**src/core/timer16_pkg.sv**
```systemverilog
// Shared constants for the 16-bit waveform timer
package timer16_pkg;
  // Register word indices; the bus byte address is four times the index
  localparam logic [7:0]  OFS_CTRL_A    = 8'h80;
  localparam logic [7:0]  OFS_CTRL_B    = 8'h81;
  localparam logic [7:0]  OFS_COUNT     = 8'h84;
  localparam logic [7:0]  OFS_CAPTURE   = 8'h86;
  localparam logic [7:0]  OFS_CMP_A     = 8'h88;
  localparam logic [7:0]  OFS_CMP_B     = 8'h8A;
  localparam logic [7:0]  OFS_CMP_C     = 8'h8C;
  localparam logic [7:0]  OFS_IRQ_STAT  = 8'h94;
  localparam logic [7:0]  OFS_IRQ_MASK  = 8'h98;
  localparam logic [7:0]  CTRL_A_RESET  = 8'h00;
  localparam logic [7:0]  CTRL_B_RESET  = 8'h00;
  localparam int          CMP_A_POS     = 6;
  localparam int          CMP_B_POS     = 4;
  localparam int          CMP_C_POS     = 2;
  localparam int          MODE_LO_POS   = 0;
  localparam int          MODE_HI_POS   = 3;
  localparam int          CLK_SEL_POS   = 0;
  localparam int          IRQ_OVF_BIT   = 0;
  localparam int          IRQ_CMP_POS   = 1;
  localparam logic [15:0] TOP_MAX       = 16'hFFFF;
  localparam logic [15:0] TOP_8BIT      = 16'h00FF;
  localparam logic [15:0] TOP_9BIT      = 16'h01FF;
  localparam logic [15:0] TOP_10BIT     = 16'h03FF;
  localparam logic [15:0] BOTTOM        = 16'h0000;
  localparam logic [10:0] DIV_8         = 11'h0008;
  localparam logic [10:0] DIV_64        = 11'h0040;
  localparam logic [10:0] DIV_256       = 11'h0100;
  localparam logic [10:0] DIV_1024      = 11'h0400;
  localparam logic [1:0]  RESP_OKAY     = 2'h0;
  localparam logic [1:0]  RESP_SLVERR   = 2'h2;
  typedef enum logic [1:0] {SEQ_NORMAL, SEQ_CLEAR, SEQ_FAST, SEQ_DUAL} seq_t;
  typedef enum logic [1:0] {UPD_NOW, UPD_TOP, UPD_BOTTOM} upd_t;
  typedef enum logic [1:0] {OVF_MAX, OVF_TOP, OVF_BOTTOM} ovf_t;
  typedef enum logic [1:0] {TOP_FIXED, TOP_CMPA, TOP_CAPT} topsrc_t;
endpackage

```
**src/core/timer16_waveform_mode_control.sv**
```systemverilog
// Top: 16-bit waveform timer with AXI4-Lite registers
// How it works
// - Everything runs on aclk; the timer tick is only an enable.
// - Mode is control A bits 1:0 plus two bits in control B.
// - Modes 0, 4, 12: top MAX, A, capture; immediate load; overflow at MAX.
// - Modes 5-7, 14, 15 fast PWM; load and overflow at TOP.
// - Modes 1-3, 10, 11 phase correct; load at TOP, overflow at BOTTOM.
// - Modes 8, 9 phase-frequency correct; load and overflow at BOTTOM.
// - Output mode fields A, B, C at control A bits 7:6, 5:4, 3:2.
// - Nonzero output mode field hands the pin to the waveform.
// - Non-PWM: 01 toggle, 10 clear, 11 set on match.
// - Fast PWM: 10 clear at match set at TOP; 11 inverse.
// - Fast PWM 01 toggles only A, only in modes 14 and 15.
// - Fast PWM match at TOP ignored when upper field bit set.
// - Dual slope: 10 clears counting up, sets counting down; 11 inverse.
// - Dual slope 01 toggles only A, only in modes 8 to 11.
// - Overflow flag sets in the same tick as the BOTTOM load.
// - Clock select: stop, divide 1/8/64/256/1024, external edges.
module timer16_waveform_mode_control
  import timer16_pkg::*;
(
  input  wire logic        aclk,          // I/O clock, 20 MHz
  input  wire logic        aresetn,       // Sync reset, active low
  input  wire logic [9:0]  s_axi_awaddr,  // Write address
  input  wire logic        s_axi_awvalid, // Write address valid
  output logic             s_axi_awready, // Write address ready
  input  wire logic [31:0] s_axi_wdata,   // Write data
  input  wire logic [3:0]  s_axi_wstrb,   // Write strobes
  input  wire logic        s_axi_wvalid,  // Write data valid
  output logic             s_axi_wready,  // Write data ready
  output logic [1:0]       s_axi_bresp,   // Write response
  output logic             s_axi_bvalid,  // Write response valid
  input  wire logic        s_axi_bready,  // Write response ready
  input  wire logic [9:0]  s_axi_araddr,  // Read address
  input  wire logic        s_axi_arvalid, // Read address valid
  output logic             s_axi_arready, // Read address ready
  output logic [31:0]      s_axi_rdata,   // Read data
  output logic [1:0]       s_axi_rresp,   // Read response
  output logic             s_axi_rvalid,  // Read data valid
  input  wire logic        s_axi_rready,  // Read data ready
  input  wire logic        ext_clk_pin,   // External count pin, async
  output logic [2:0]       wave_out,      // Waveforms C,B,A in bits 2:0
  output logic [2:0]       pin_override,  // Waveform owns pin, per channel
  output logic             irq            // Level interrupt
);
  typedef struct packed {
    logic        aw_ok;
    logic [7:0]  aw_addr;
    logic        w_ok;
    logic [31:0] w_data;
    logic [3:0]  w_strb;
    logic        bvalid;
    logic [1:0]  bresp;
    logic        rvalid;
    logic [31:0] rdata;
    logic [1:0]  rresp;
    logic [7:0]  ctrl_a;
    logic [7:0]  ctrl_b;
    logic [15:0] count;
    logic [15:0] capture;
    logic        count_up;
    logic [3:0]  status;
    logic [3:0]  mask;
    logic [2:0]  wave;
    logic [2:0]  ovr;
    logic        irq;
  } st_t;
  st_t st_reg, st_next;

  logic        tick;
  logic [3:0]  waveform_mode;
  seq_t        seq;
  upd_t        upd;
  ovf_t        ovf;
  topsrc_t     tsrc;
  logic [15:0] top;
  logic [15:0] fixed_top;
  logic [15:0] cmp_val [3];
  logic [2:0]  cmp_hit;
  logic [2:0]  chan_wave;
  logic [2:0]  cmp_wr;
  logic [1:0]  cmp_mode [3];
  logic        at_top;
  logic        at_bottom;
  logic        load;
  logic        ovf_evt;
  logic        do_wr;
  logic [31:0] wmask;
  logic [31:0] wval;

  assign waveform_mode = {st_reg.ctrl_b[MODE_HI_POS +: 2], st_reg.ctrl_a[MODE_LO_POS +: 2]};
  assign cmp_mode[0] = st_reg.ctrl_a[CMP_A_POS +: 2];
  assign cmp_mode[1] = st_reg.ctrl_a[CMP_B_POS +: 2];
  assign cmp_mode[2] = st_reg.ctrl_a[CMP_C_POS +: 2];

  always_comb begin
    seq = SEQ_NORMAL;
    upd = UPD_NOW;
    ovf = OVF_MAX;
    tsrc = TOP_FIXED;
    fixed_top = TOP_MAX;
    case (waveform_mode)
      4'd1, 4'd2, 4'd3: begin
        seq = SEQ_DUAL;
        upd = UPD_TOP;
        ovf = OVF_BOTTOM;
      end
      4'd4: begin
        seq = SEQ_CLEAR;
        tsrc = TOP_CMPA;
      end
      4'd5, 4'd6, 4'd7: begin
        seq = SEQ_FAST;
        upd = UPD_TOP;
        ovf = OVF_TOP;
      end
      4'd8, 4'd9: begin
        seq = SEQ_DUAL;
        upd = UPD_BOTTOM;
        ovf = OVF_BOTTOM;
        tsrc = waveform_mode[0] ? TOP_CMPA : TOP_CAPT;
      end
      4'd10, 4'd11: begin
        seq = SEQ_DUAL;
        upd = UPD_TOP;
        ovf = OVF_BOTTOM;
        tsrc = waveform_mode[0] ? TOP_CMPA : TOP_CAPT;
      end
      4'd12: begin
        seq = SEQ_CLEAR;
        tsrc = TOP_CAPT;
      end
      4'd14, 4'd15: begin
        seq = SEQ_FAST;
        upd = UPD_TOP;
        ovf = OVF_TOP;
        tsrc = waveform_mode[0] ? TOP_CMPA : TOP_CAPT;
      end
      default: seq = SEQ_NORMAL;
    endcase
    case (waveform_mode[1:0])
      2'd1: fixed_top = TOP_8BIT;
      2'd2: fixed_top = TOP_9BIT;
      2'd3: fixed_top = TOP_10BIT;
      default: fixed_top = TOP_MAX;
    endcase
    if (seq == SEQ_NORMAL) begin
      fixed_top = TOP_MAX;
    end
  end

  assign top = (tsrc == TOP_CMPA) ? cmp_val[0] :
               (tsrc == TOP_CAPT) ? st_reg.capture : fixed_top;
  assign at_top = (st_reg.count == top);
  assign at_bottom = (st_reg.count == BOTTOM);
  // Compare buffers load every cycle in immediate modes, else in the tick the counter sits at the chosen end
  assign load = (upd == UPD_NOW) ||
                (tick && upd == UPD_TOP && at_top) ||
                (tick && upd == UPD_BOTTOM && at_bottom);
  assign ovf_evt = tick && ((ovf == OVF_MAX && st_reg.count == TOP_MAX) ||
                            (ovf == OVF_TOP && at_top) ||
                            (ovf == OVF_BOTTOM && at_bottom && !st_reg.count_up));

  tick_gen u_tick (
    .aclk         (aclk),
    .aresetn      (aresetn),
    .clock_select (st_reg.ctrl_b[CLK_SEL_POS +: 3]),
    .ext_pin      (ext_clk_pin),
    .tick         (tick)
  );

  genvar g;
  generate
    for (g = 0; g < 3; g++) begin : g_chan
      wave_chan u_chan (
        .aclk       (aclk),
        .aresetn    (aresetn),
        .tick       (tick),
        .count      (st_reg.count),
        .top        (top),
        .count_up   (st_reg.count_up),
        .seq        (seq),
        .load       (load),
        .mode       (cmp_mode[g]),
        .tog_ok     ((g == 0) && (seq == SEQ_FAST ? waveform_mode[3:1] == 3'b111
                                                 : waveform_mode[3:2] == 2'b10)),
        .wr         (cmp_wr[g]),
        .wdata      (wval[15:0]),
        .value      (cmp_val[g]),
        .match_flag (cmp_hit[g]),
        .wave       (chan_wave[g])
      );
    end
  endgenerate

  assign do_wr = st_reg.aw_ok && st_reg.w_ok && !st_reg.bvalid;
  assign wmask = {{8{st_reg.w_strb[3]}}, {8{st_reg.w_strb[2]}},
                  {8{st_reg.w_strb[1]}}, {8{st_reg.w_strb[0]}}};
  assign wval = st_reg.w_data & wmask;
  assign cmp_wr[0] = do_wr && st_reg.aw_addr == OFS_CMP_A;
  assign cmp_wr[1] = do_wr && st_reg.aw_addr == OFS_CMP_B;
  assign cmp_wr[2] = do_wr && st_reg.aw_addr == OFS_CMP_C;

  always_comb begin
    st_next = st_reg;
    // Write channel
    if (s_axi_awvalid && !st_reg.aw_ok) begin
      st_next.aw_ok = 1'b1;
      st_next.aw_addr = s_axi_awaddr[9:2]; // Word index, byte lanes ignored
    end
    if (s_axi_wvalid && !st_reg.w_ok) begin
      st_next.w_ok = 1'b1;
      st_next.w_data = s_axi_wdata;
      st_next.w_strb = s_axi_wstrb;
    end
    if (st_reg.bvalid && s_axi_bready) begin
      st_next.bvalid = 1'b0;
      st_next.aw_ok = 1'b0;
      st_next.w_ok = 1'b0;
    end
    // Counter sequence advances on the tick only
    if (tick) begin
      case (seq)
        SEQ_DUAL: begin
          if (st_reg.count_up) begin
            if (at_top || st_reg.count > top) begin
              st_next.count_up = 1'b0;
              st_next.count = st_reg.count - 16'h0001;
            end else begin
              st_next.count = st_reg.count + 16'h0001;
            end
          end else if (at_bottom) begin
            st_next.count_up = 1'b1;
            st_next.count = st_reg.count + 16'h0001;
          end else begin
            st_next.count = st_reg.count - 16'h0001;
          end
        end
        SEQ_NORMAL: begin
          st_next.count = st_reg.count + 16'h0001;
          st_next.count_up = 1'b1;
        end
        default: begin
          st_next.count = at_top ? BOTTOM : st_reg.count + 16'h0001;
          st_next.count_up = 1'b1;
        end
      endcase
    end
    // Hardware set beats software clear
    st_next.status = st_reg.status;
    if (do_wr) begin
      st_next.bvalid = 1'b1;
      st_next.bresp = RESP_OKAY;
      case (st_reg.aw_addr)
        OFS_CTRL_A: st_next.ctrl_a = wval[7:0];
        OFS_CTRL_B: st_next.ctrl_b = wval[7:0] & 8'h1F;
        OFS_COUNT: st_next.count = wval[15:0];
        OFS_CAPTURE: st_next.capture = wval[15:0];
        OFS_CMP_A, OFS_CMP_B, OFS_CMP_C: st_next.bresp = RESP_OKAY;
        OFS_IRQ_STAT: st_next.status = st_reg.status & ~wval[3:0];
        OFS_IRQ_MASK: st_next.mask = wval[3:0];
        default: st_next.bresp = RESP_SLVERR;
      endcase
    end
    st_next.status[IRQ_OVF_BIT] = st_next.status[IRQ_OVF_BIT] | ovf_evt;
    st_next.status[IRQ_CMP_POS +: 3] = st_next.status[IRQ_CMP_POS +: 3] | cmp_hit;
    st_next.irq = |(st_next.status & st_next.mask);
    // Read channel
    if (st_reg.rvalid && s_axi_rready) begin
      st_next.rvalid = 1'b0;
    end
    if (s_axi_arvalid && !st_reg.rvalid) begin
      st_next.rvalid = 1'b1;
      st_next.rresp = RESP_OKAY;
      case (s_axi_araddr[9:2])
        OFS_CTRL_A: st_next.rdata = {24'h00_0000, st_reg.ctrl_a};
        OFS_CTRL_B: st_next.rdata = {24'h00_0000, st_reg.ctrl_b};
        OFS_COUNT: st_next.rdata = {16'h0000, st_reg.count};
        OFS_CAPTURE: st_next.rdata = {16'h0000, st_reg.capture};
        OFS_CMP_A: st_next.rdata = {16'h0000, cmp_val[0]};
        OFS_CMP_B: st_next.rdata = {16'h0000, cmp_val[1]};
        OFS_CMP_C: st_next.rdata = {16'h0000, cmp_val[2]};
        OFS_IRQ_STAT: st_next.rdata = {28'h000_0000, st_reg.status};
        OFS_IRQ_MASK: st_next.rdata = {28'h000_0000, st_reg.mask};
        default: begin
          st_next.rdata = 32'h0000_0000;
          st_next.rresp = RESP_SLVERR;
        end
      endcase
    end
    // Pin takeover and waveform levels
    for (int i = 0; i < 3; i++) begin
      st_next.ovr[i] = |cmp_mode[i];
    end
    st_next.wave = chan_wave;
  end

  always_ff @(posedge aclk) begin
    if (!aresetn) begin
      st_reg <= '0;
      st_reg.ctrl_a <= CTRL_A_RESET;
      st_reg.ctrl_b <= CTRL_B_RESET;
      st_reg.count_up <= 1'b1;
    end else begin
      st_reg <= st_next;
    end
  end

  assign s_axi_awready = !st_reg.aw_ok;
  assign s_axi_wready = !st_reg.w_ok;
  assign s_axi_bvalid = st_reg.bvalid;
  assign s_axi_bresp = st_reg.bresp;
  assign s_axi_arready = !st_reg.rvalid;
  assign s_axi_rvalid = st_reg.rvalid;
  assign s_axi_rdata = st_reg.rdata;
  assign s_axi_rresp = st_reg.rresp;
  assign wave_out = st_reg.wave;
  assign pin_override = st_reg.ovr;
  assign irq = st_reg.irq;

  a_stop_hold: assert property (@(posedge aclk) disable iff (!aresetn)
    (!tick && !do_wr) |=> $stable(st_reg.count)) else $error("count moved w/o tick");
  a_mode_decode: assert property (@(posedge aclk) disable iff (!aresetn)
    waveform_mode == {st_reg.ctrl_b[4:3], st_reg.ctrl_a[1:0]}) else $error("mode");
  a_ctc_wrap: assert property (@(posedge aclk) disable iff (!aresetn)
    (tick && seq == SEQ_CLEAR && at_top && !do_wr) |=> st_reg.count == BOTTOM)
    else $error("clear-on-match wrap");
  a_fast_top: assert property (@(posedge aclk) disable iff (!aresetn)
    (waveform_mode == 4'd6) |-> top == TOP_9BIT) else $error("fast 9-bit top");
  a_dual_turn: assert property (@(posedge aclk) disable iff (!aresetn)
    (tick && seq == SEQ_DUAL && at_top && st_reg.count_up && !do_wr && top != BOTTOM)
    |=> !st_reg.count_up) else $error("no turn at top");
  a_pfc_ovf: assert property (@(posedge aclk) disable iff (!aresetn)
    (upd == UPD_BOTTOM && ovf_evt) |-> load) else $error("ovf without load");
  a_pin_take: assert property (@(posedge aclk) disable iff (!aresetn)
    (cmp_mode[1] != 2'b00) |=> pin_override[1]) else $error("pin not taken");
  a_ovf_sticky: assert property (@(posedge aclk) disable iff (!aresetn)
    ovf_evt |=> st_reg.status[IRQ_OVF_BIT] ##0 (irq == |(st_reg.status & st_reg.mask)))
    else $error("overflow flag lost");
  a_field_pos: assert property (@(posedge aclk) disable iff (!aresetn)
    cmp_mode[2] == st_reg.ctrl_a[3:2]) else $error("field C position");
endmodule

```
**src/core/tick_gen.sv**
```systemverilog
// Prescaler and external-edge timer tick enable
module tick_gen
  import timer16_pkg::*;
(
  input  wire logic       aclk,          // I/O clock
  input  wire logic       aresetn,       // Sync reset, active low
  input  wire logic [2:0] clock_select,  // Tick source
  input  wire logic       ext_pin,       // External count pin, async
  output logic            tick           // One-cycle tick enable
);
  typedef struct packed {
    logic [10:0] div;
    logic [2:0]  sync;
    logic        tick;
  } st_t;
  st_t st_reg, st_next;
  logic [10:0] lim;
  always_comb begin
    st_next = st_reg;
    lim = 11'h0001;
    st_next.sync = {st_reg.sync[1:0], ext_pin};
    st_next.div = st_reg.div + 11'h0001;
    st_next.tick = 1'b0;
    case (clock_select)
      3'h2: lim = DIV_8;
      3'h3: lim = DIV_64;
      3'h4: lim = DIV_256;
      3'h5: lim = DIV_1024;
      default: lim = 11'h0001;
    endcase
    if (st_next.div >= lim) begin
      st_next.div = 11'h0000;
    end
    case (clock_select)
      3'h0: st_next.tick = 1'b0;
      3'h1: st_next.tick = 1'b1;
      3'h6: st_next.tick = st_reg.sync[2] & ~st_reg.sync[1];
      3'h7: st_next.tick = ~st_reg.sync[2] & st_reg.sync[1];
      default: st_next.tick = (st_reg.div == lim - 11'h0001);
    endcase
    if (clock_select == 3'h0) begin
      st_next.div = 11'h0000;
    end
  end
  always_ff @(posedge aclk) begin
    if (!aresetn) begin
      st_reg <= '0;
    end else begin
      st_reg <= st_next;
    end
  end
  assign tick = st_reg.tick;
endmodule

```
**src/core/wave_chan.sv**
```systemverilog
// One compare channel: buffered compare value and output action
module wave_chan
  import timer16_pkg::*;
(
  input  wire logic        aclk,       // I/O clock
  input  wire logic        aresetn,    // Sync reset, active low
  input  wire logic        tick,       // Timer tick enable
  input  wire logic [15:0] count,      // Counter value
  input  wire logic [15:0] top,        // Current TOP
  input  wire logic        count_up,   // Counting direction
  input  wire seq_t        seq,        // Count sequence
  input  wire logic        load,       // Load compare from buffer
  input  wire logic [1:0]  mode,       // Compare output mode field
  input  wire logic        tog_ok,     // Toggle allowed in PWM modes
  input  wire logic        wr,         // Buffer write strobe
  input  wire logic [15:0] wdata,      // Buffer write data
  output logic [15:0]      value,      // Active compare value
  output logic             match_flag, // Match event pulse
  output logic             wave        // Waveform level
);
  typedef struct packed {
    logic [15:0] buffer;
    logic [15:0] value;
    logic        matched;
    logic        wave;
  } st_t;
  st_t st_reg, st_next;
  logic hit;
  always_comb begin
    st_next = st_reg;
    hit = tick && (count == st_reg.value);
    if (wr) begin
      st_next.buffer = wdata;
    end
    if (load) begin
      st_next.value = st_next.buffer;
    end
    st_next.matched = hit;
    case (seq)
      SEQ_FAST: begin
        if (hit && !(mode[1] && st_reg.value == top)) begin
          if (mode == 2'b10) st_next.wave = 1'b0;
          else if (mode == 2'b11) st_next.wave = 1'b1;
          else if (mode == 2'b01 && tog_ok) st_next.wave = ~st_reg.wave;
        end else if (tick && count == top && mode[1]) begin
          st_next.wave = ~mode[0];
        end
      end
      SEQ_DUAL: begin
        if (hit) begin
          if (mode[1]) st_next.wave = mode[0] ~^ count_up;
          else if (mode == 2'b01 && tog_ok) st_next.wave = ~st_reg.wave;
        end
      end
      default: begin
        if (hit) begin
          case (mode)
            2'b01: st_next.wave = ~st_reg.wave;
            2'b10: st_next.wave = 1'b0;
            2'b11: st_next.wave = 1'b1;
            default: st_next.wave = st_reg.wave;
          endcase
        end
      end
    endcase
  end
  always_ff @(posedge aclk) begin
    if (!aresetn) begin
      st_reg <= '0;
    end else begin
      st_reg <= st_next;
    end
  end
  assign value = st_reg.value;
  assign match_flag = st_reg.matched;
  assign wave = st_reg.wave;
  a_match_next: assert property (@(posedge aclk) disable iff (!aresetn)
    (tick && count == value) |=> match_flag) else $error("match flag late");
endmodule

```
**config.mk**
```make
export PLATFORM = sky130hd
export DESIGN_NAME = timer16_waveform_mode_control
export DESIGN_NICKNAME = d
export VERILOG_FILES = /design/src/core/timer16_pkg.sv /design/src/core/timer16_waveform_mode_control.sv /design/src/core/tick_gen.sv /design/src/core/wave_chan.sv
export SDC_FILE = /design/constraint.sdc
export NUM_CORES = 1
export LEC_CHECK = 0
export BUFFER_PORTS_ARGS = -buffer_cell sky130_fd_sc_hd__buf_2
export CAP_MARGIN = 20
export CORE_ASPECT_RATIO = 0.75
export CORE_MARGIN = 1.5
export CORE_UTILIZATION = 53
export CTS_CLUSTER_DIAMETER = 50
export DETAILED_ROUTE_END_ITERATION = 10
export PLACE_DENSITY = 0.77
export SLEW_MARGIN = 10
export SYNTH_ARGS = -nofsm -noshare
export SYNTH_HDL_FRONTEND = slang
export SYNTH_SLANG_ARGS = --single-unit
```
**constraint.sdc**
```tcl
create_clock -name aclk -period 13.4 [get_ports aclk]
set_clock_uncertainty 0.1 [all_clocks]
set_input_delay 1.34 -clock aclk [delete_from_list [all_inputs] [get_ports aclk]]
set_output_delay 1.34 -clock aclk [all_outputs]
set_load 0.1 [all_outputs]
```
* Yosys cells after proc, flatten, opt, wreduce, memory -nomap -nowiden
Index checks and enable logic that the tools add are counted.
Storage, ports and cells: register bits 244, output and inout port bits 48, input bits 64, logic and storage cells 286
Cells by class: order comparisons 2, bitwise logic cells 20, multiplexer cells 66, reduce and logical (&&, ||, !) cells 79, $add $sub $neg 4, eq/ne operators 80
Operator list (count):
- $mux 16 | 13
- $eq 8x8->1 const B | 18
- $pmux 16 s9 | 1
- $eq 16x16->1 | 7
- $pmux 16 s3 | 1
- $pmux 11 s4 | 1
- $mux 35 | 1
- $logic_and 1x1->1 | 33
- $mux 32 | 1
- $pmux 16 s2 | 1
- $mux 1 | 29
- $eq 2x2->1 const B | 14
- $eq 4x4->1 const B | 7
- $reduce_or 9->1 | 2
- $add 16x1->16 const B | 1
- $and 16x16->16 | 1
- $eq 16x16->1 const B | 1
- $eq 4x3->1 const B | 4
- $gt 16x16->1 | 1
- $logic_not 16->1 | 1
- $sub 16x1->16 const B | 1
- $eq 3x3->1 const B | 5
- $reduce_bool 5->1 | 3
- $eq 2x1->1 const B | 7
- 43 further kinds | 97

* Logic depth before layout (Yosys ltp)
word-level depth 15, depth in mapped cells 25

* Modules after synthesis
Synthesis repeated with hierarchy kept, for this count alone.
Unflattened totals: cells, all modules 1700, area total of the unflattened synthesis 14636.5 um2
By module, submodules not included:
- timer16_waveform_mode_control | area each 7329.5 um2, cells each 901, instances 1
- wave_chan | area each 2074.5 um2, cells each 224, instances 3
- tick_gen | area each 1083.5 um2, cells each 127, instances 1

* Least setup slack after synthesis
No wires, ideal clock.
kind flip-flop to flip-flop, start reg st_reg[56] in the netlist's numbering, end reg g_chan[0].u_chan.st_reg, in the netlist g_chan[0].u_chan.wave, setup slack 8.136 ns, library setup time 0.133 ns, buffers on the path 4, clock period less this slack 5.264 ns, stages on the path, launching flop included 24, arrival 5.032 ns, cells stage by stage dfxtp_1 -> buf_2 -> inv_1 -> ha_1 -> buf_2 -> clkbuf_1 -> a21oi_1 -> a21oi_1 -> nor3_1 -> ha_1 -> nor2_1 -> o21a_1 -> or3_1 -> and2_1 -> ha_1 -> nand4_1 -> or4_1 -> clkbuf_1 -> nor4_1 -> a21oi_1 -> o31ai_1 -> o221ai_2 -> nor4_1 -> a211oi_2
Between the ends: word-level cells in the longest chain between the ends 13, elaborated cells between the ends (all ways) 54
RTL lines:
- start, declared | line timer16_waveform_mode_control.sv:68 | st_t st_reg, st_next;
- start signal, assigned | line timer16_waveform_mode_control.sv:305 | st_reg <= st_next;
- $eq 4x4->1, or another cell as far along | line timer16_waveform_mode_control.sv:102 | case (waveform_mode)
- $reduce_or 7->1 (no source line), or another cell as far along
- $pmux 2 s3 | line timer16_waveform_mode_control.sv:102
- $logic_not 2->1 | line timer16_waveform_mode_control.sv:147 | if (seq == SEQ_NORMAL) begin
- $mux 16 | line timer16_waveform_mode_control.sv:147
- $mux 16 | line timer16_waveform_mode_control.sv:153 | (tsrc == TOP_CAPT) ? st_reg.capture : fixed_top;
- $mux 16 | line timer16_waveform_mode_control.sv:152 | assign top = (tsrc == TOP_CMPA) ? cmp_val[0] :
- $eq 16x16->1 | line wave_chan.sv:41 | if (hit && !(mode[1] && st_reg.value == top)) begin
- $logic_and 1x1->1 | line wave_chan.sv:41
- $logic_not 1->1 | line wave_chan.sv:41
- $logic_and 1x1->1 | line wave_chan.sv:41
- $ne 3x1->1 (no source line) / $mux 1 (equally long branches)
- $reduce_and 4->1 (no source line) / $pmux 1 s2 (equally long branches)
- end signal, assigned | line wave_chan.sv:71 | st_reg <= st_next;
- end, declared | line wave_chan.sv:27 | st_t st_reg, st_next;
Parallel ways exist; a longest one is shown, timed or not. The select of a mux whose other input is x is not followed. A chain may end at the register's enable or synchronous reset.

* Final worst setup path
start reg st_reg[57] in the netlist's numbering, end reg st_reg[40] in the netlist's numbering
Between the ends: word-level cells in the longest chain between the ends 15, elaborated cells between the ends (all ways) 41
RTL lines:
- $eq 4x4->1, or another cell as far along | line timer16_waveform_mode_control.sv:102
- $reduce_or 7->1 (no source line), or another cell as far along
- $pmux 2 s3 | line timer16_waveform_mode_control.sv:102
- $logic_not 2->1 | line timer16_waveform_mode_control.sv:147, timer16_waveform_mode_control.sv:223
- $mux 16 | line timer16_waveform_mode_control.sv:147
- $mux 16 | line timer16_waveform_mode_control.sv:153
- $mux 16 | line timer16_waveform_mode_control.sv:152
- $gt 16x16->1 / $eq 16x16->1 (equally long branches) | line timer16_waveform_mode_control.sv:226, timer16_waveform_mode_control.sv:154
- $logic_or 1x1->1 | line timer16_waveform_mode_control.sv:226 | if (at_top || st_reg.count > top) begin
- $mux 16 | line timer16_waveform_mode_control.sv:226
- $mux 16 | line timer16_waveform_mode_control.sv:225 | if (st_reg.count_up) begin
- $pmux 16 s2 * | line timer16_waveform_mode_control.sv:223 | case (seq)
- $mux 16 * | line timer16_waveform_mode_control.sv:222 | if (tick) begin
- $mux 16 | line timer16_waveform_mode_control.sv:254 | case (st_reg.aw_addr)
- $mux 32 * | line timer16_waveform_mode_control.sv:251 | if (do_wr) begin
Mark *: on every way between the ends. The rest lies on a longest branch, timed or not.

==> metrics.yaml <==
gp_congestion: 1.05
r2r_setup_slack_ns: 6.30
die_w_um: 191
max_clock_freq_ghz: 0.141
grt_pass1_vias: 12500
hpwl_mm: 36.7
status: "complete, no violations"
async_flop_share_pct: 0
clk_latency_ns: 0.57
p_leak_uw: 0.00580
cts.htree.levels: 1
area_growth_pct: 8.30
avgViaCountPerCell: 6.55
start_util_pct: 53.9
synth_ff_type: "dfxtp_1"
peakVddDrop_uv: 97.5
cp-start-kind: "flop"
hold_class: "reg2reg"
grt_pass1_wl_mm: 77.0
netlist_area_um2: 14000
cts_setup_buffers: 0
finalHoldViolCount: 0
die_area_um2: 27400
syn_inst: 1837
fin_crit_sh_pct: 53.0
ioPinCount: 112
fp-row-count: 51
drc: 0
final_cells: 2170
yosysWarnings: 0
routed_wl_mm: 51.6
core_area_um2: 26000
worst_pin_slew_ns: 1.13
grt_usage_pct: 37.1
synth_top_area_share_pct: 32.3
cp_max_fo: 20
n_antenna_cell: 0
largest_reg_flops: 76
firstDrtPassIters: 7
yosysUniqueCellTypes: 93
setup_violations: 0
yosysTopAreaCell: "dfxtp_1"
syn_area_per_cell_um2: 7.61
rsz0062_at_grt: "no"
clkSinkCount: 226
fin_tns_setup_ns: 0
dp.cells: 2119
min_period_ns: 7.10
critPathArrivalTime_ns: 7.40
required_ns: 13.70
cts_tree: "built"
crit_type: "reg2reg"
maxCapViolCount: 0
synthTopCellsByArea: "dfxtp_1, nor2_1, nand2_1, a21oi_1, o21ai_0"
ctsHoldBuffers: 0
numCtsBuffers: 27
num-nets-final: 1904
grt.overflow.total: 0
synth_most_common_cell: "dfxtp_1"
clk_path_buf_depth: 3
die_h_um: 144
wl_per_cell_um: 23.8
power_density_nw_per_um2: 101
cts.clk_slew.worst_paths_ns: 0.06
grt_max_degree: 77
cts-root-buf: "clkbuf_16"
synth_commonest_cells: "dfxtp_1, nor2_1, nand2_1"
portBuffers: 71
synth_edf_count: 0
cp-end-kind: "flop"
via_count: 14200
synth-seq-cells: 226
cts_resized: 0
drive_gt1_share_pct: 9.47
slew-limit-headroom_pct: 24.6
first_iter_violations: 1905
drv_slew: 0
final_antenna_net_count: 0
antenna_found_initial: 0
synth_seq_area_share_pct: 32.3
## path summary, 6_finish.rpt
path / cells after the start / endpoint / from
setup / recovery: 22 / st_reg[40]$_SDFF_PN0_ / st_reg[57]$_SDFFE_PN0P_
hold / removal: 1 / u_tick.st_next[3]$_SDFF_PN0_ / u_tick.st_next[2]$_SDFF_PN0_
setup reg to reg: 22 / st_reg[40]$_SDFF_PN0_ / st_reg[57]$_SDFFE_PN0P_
hold reg to reg: 1 / u_tick.st_next[3]$_SDFF_PN0_ / u_tick.st_next[2]$_SDFF_PN0_
## stage by stage
step,setup slack (ns),area (µm²),util (%),power [µW],hold slack (ns)
2_1_floorplan,8.14,14100,-,800,0.312
3_3_place_gp,6.75,14200,54.7,814,0.316
3_5_place_dp,6.54,14200,54.7,815,0.326
4_1_cts,6.51,15100,58.0,1530,0.345
5_1_grt,6.04,15100,58.3,1570,0.374
6_report,6.30,15100,58.3,1530,0.352
## worst max-delay path, stage by stage, from the launching register on
cell and delay, ns:
dfxtp_1 0.63, inv_1 0.14, ha_1 0.20, buf_4 0.21, a21oi_1 0.21, a21oi_1 0.06
nor3_1 0.87, ha_1 0.46, nor2_1 0.12, o21ai_1 0.09, buf_4 0.22, o211ai_1 0.25
and2_1 0.23, ha_1 0.29, nand4_1 0.23, or3_1 0.45, nor4_1 0.45, o31ai_1 0.17
a22o_1 0.25, nand2_1 0.47, mux2_2 0.40, a222oi_1 0.26, o32ai_1 0.15
## placed cells by master, fill, tap and decap left out, types with 27 or more instances in the layout
cell	instances
nor3_1	49
a221oi_1	28
and2_1	67
xor2_1	47
nand3_1	42
clkbuf_16	27
o21ai_0	104
buf_2	71
xnor2_1	50
mux2i_1	29
a211oi_1	32
ha_1	32
a21oi_1	132
nand2_1	200
inv_1	47
nor2_1	214
dfxtp_1	226
buf_4	28
## report_power, final
group          switching, µW  internal [µW]  total [µW]  leakage, µW
combinational           93.5           19.8         113      0.00355
sequential              7.37            682         689      0.00183
clock                    313            412         725     0.000427
## final cells by class
cell class / instances / area, µm²
Tap cell: 344 / 430
Timing Repair Buffer: 102 / 636
Clock buffer: 35 / 736
Multi-Input combinational cell: 1401 / 8500
Sequential cell: 226 / 4520
Inverter: 50 / 190
Clock inverter: 12 / 129
Fill cell: 2380 / 10800
## per-layer routing
metal	track usage, %	share of wire (%)	wire (µm)	vias to the layer above
met5	0	0	0	-
met4	12.3	3.5	1780	0
met3	10.6	14	7100	124
met2	53.1	40	20600	897
met1	53.1	43	22100	6732
li1	-	-	-	6453
## cell families (layout without fill, tap and decap cells)
kind of cell / Yosys count / after routing / share of synthesized area, %
AO/OA/AOI/OAI: 474 / 474 / 22.4
XOR/XNOR: 98 / 98 / 6.19
adder cells (fa/ha/maj): 32 / 32 / 2.86
buffers and inverters: 227 / 199 / 7.49
flip-flops: 226 / 226 / 32.3
multiplexers: 35 / 35 / 2.58
other: 1 / 18 / 0.0268
AND/OR/NAND/NOR: 744 / 744 / 26.2
No activity file was read; power rests on OpenSTA's default activity.
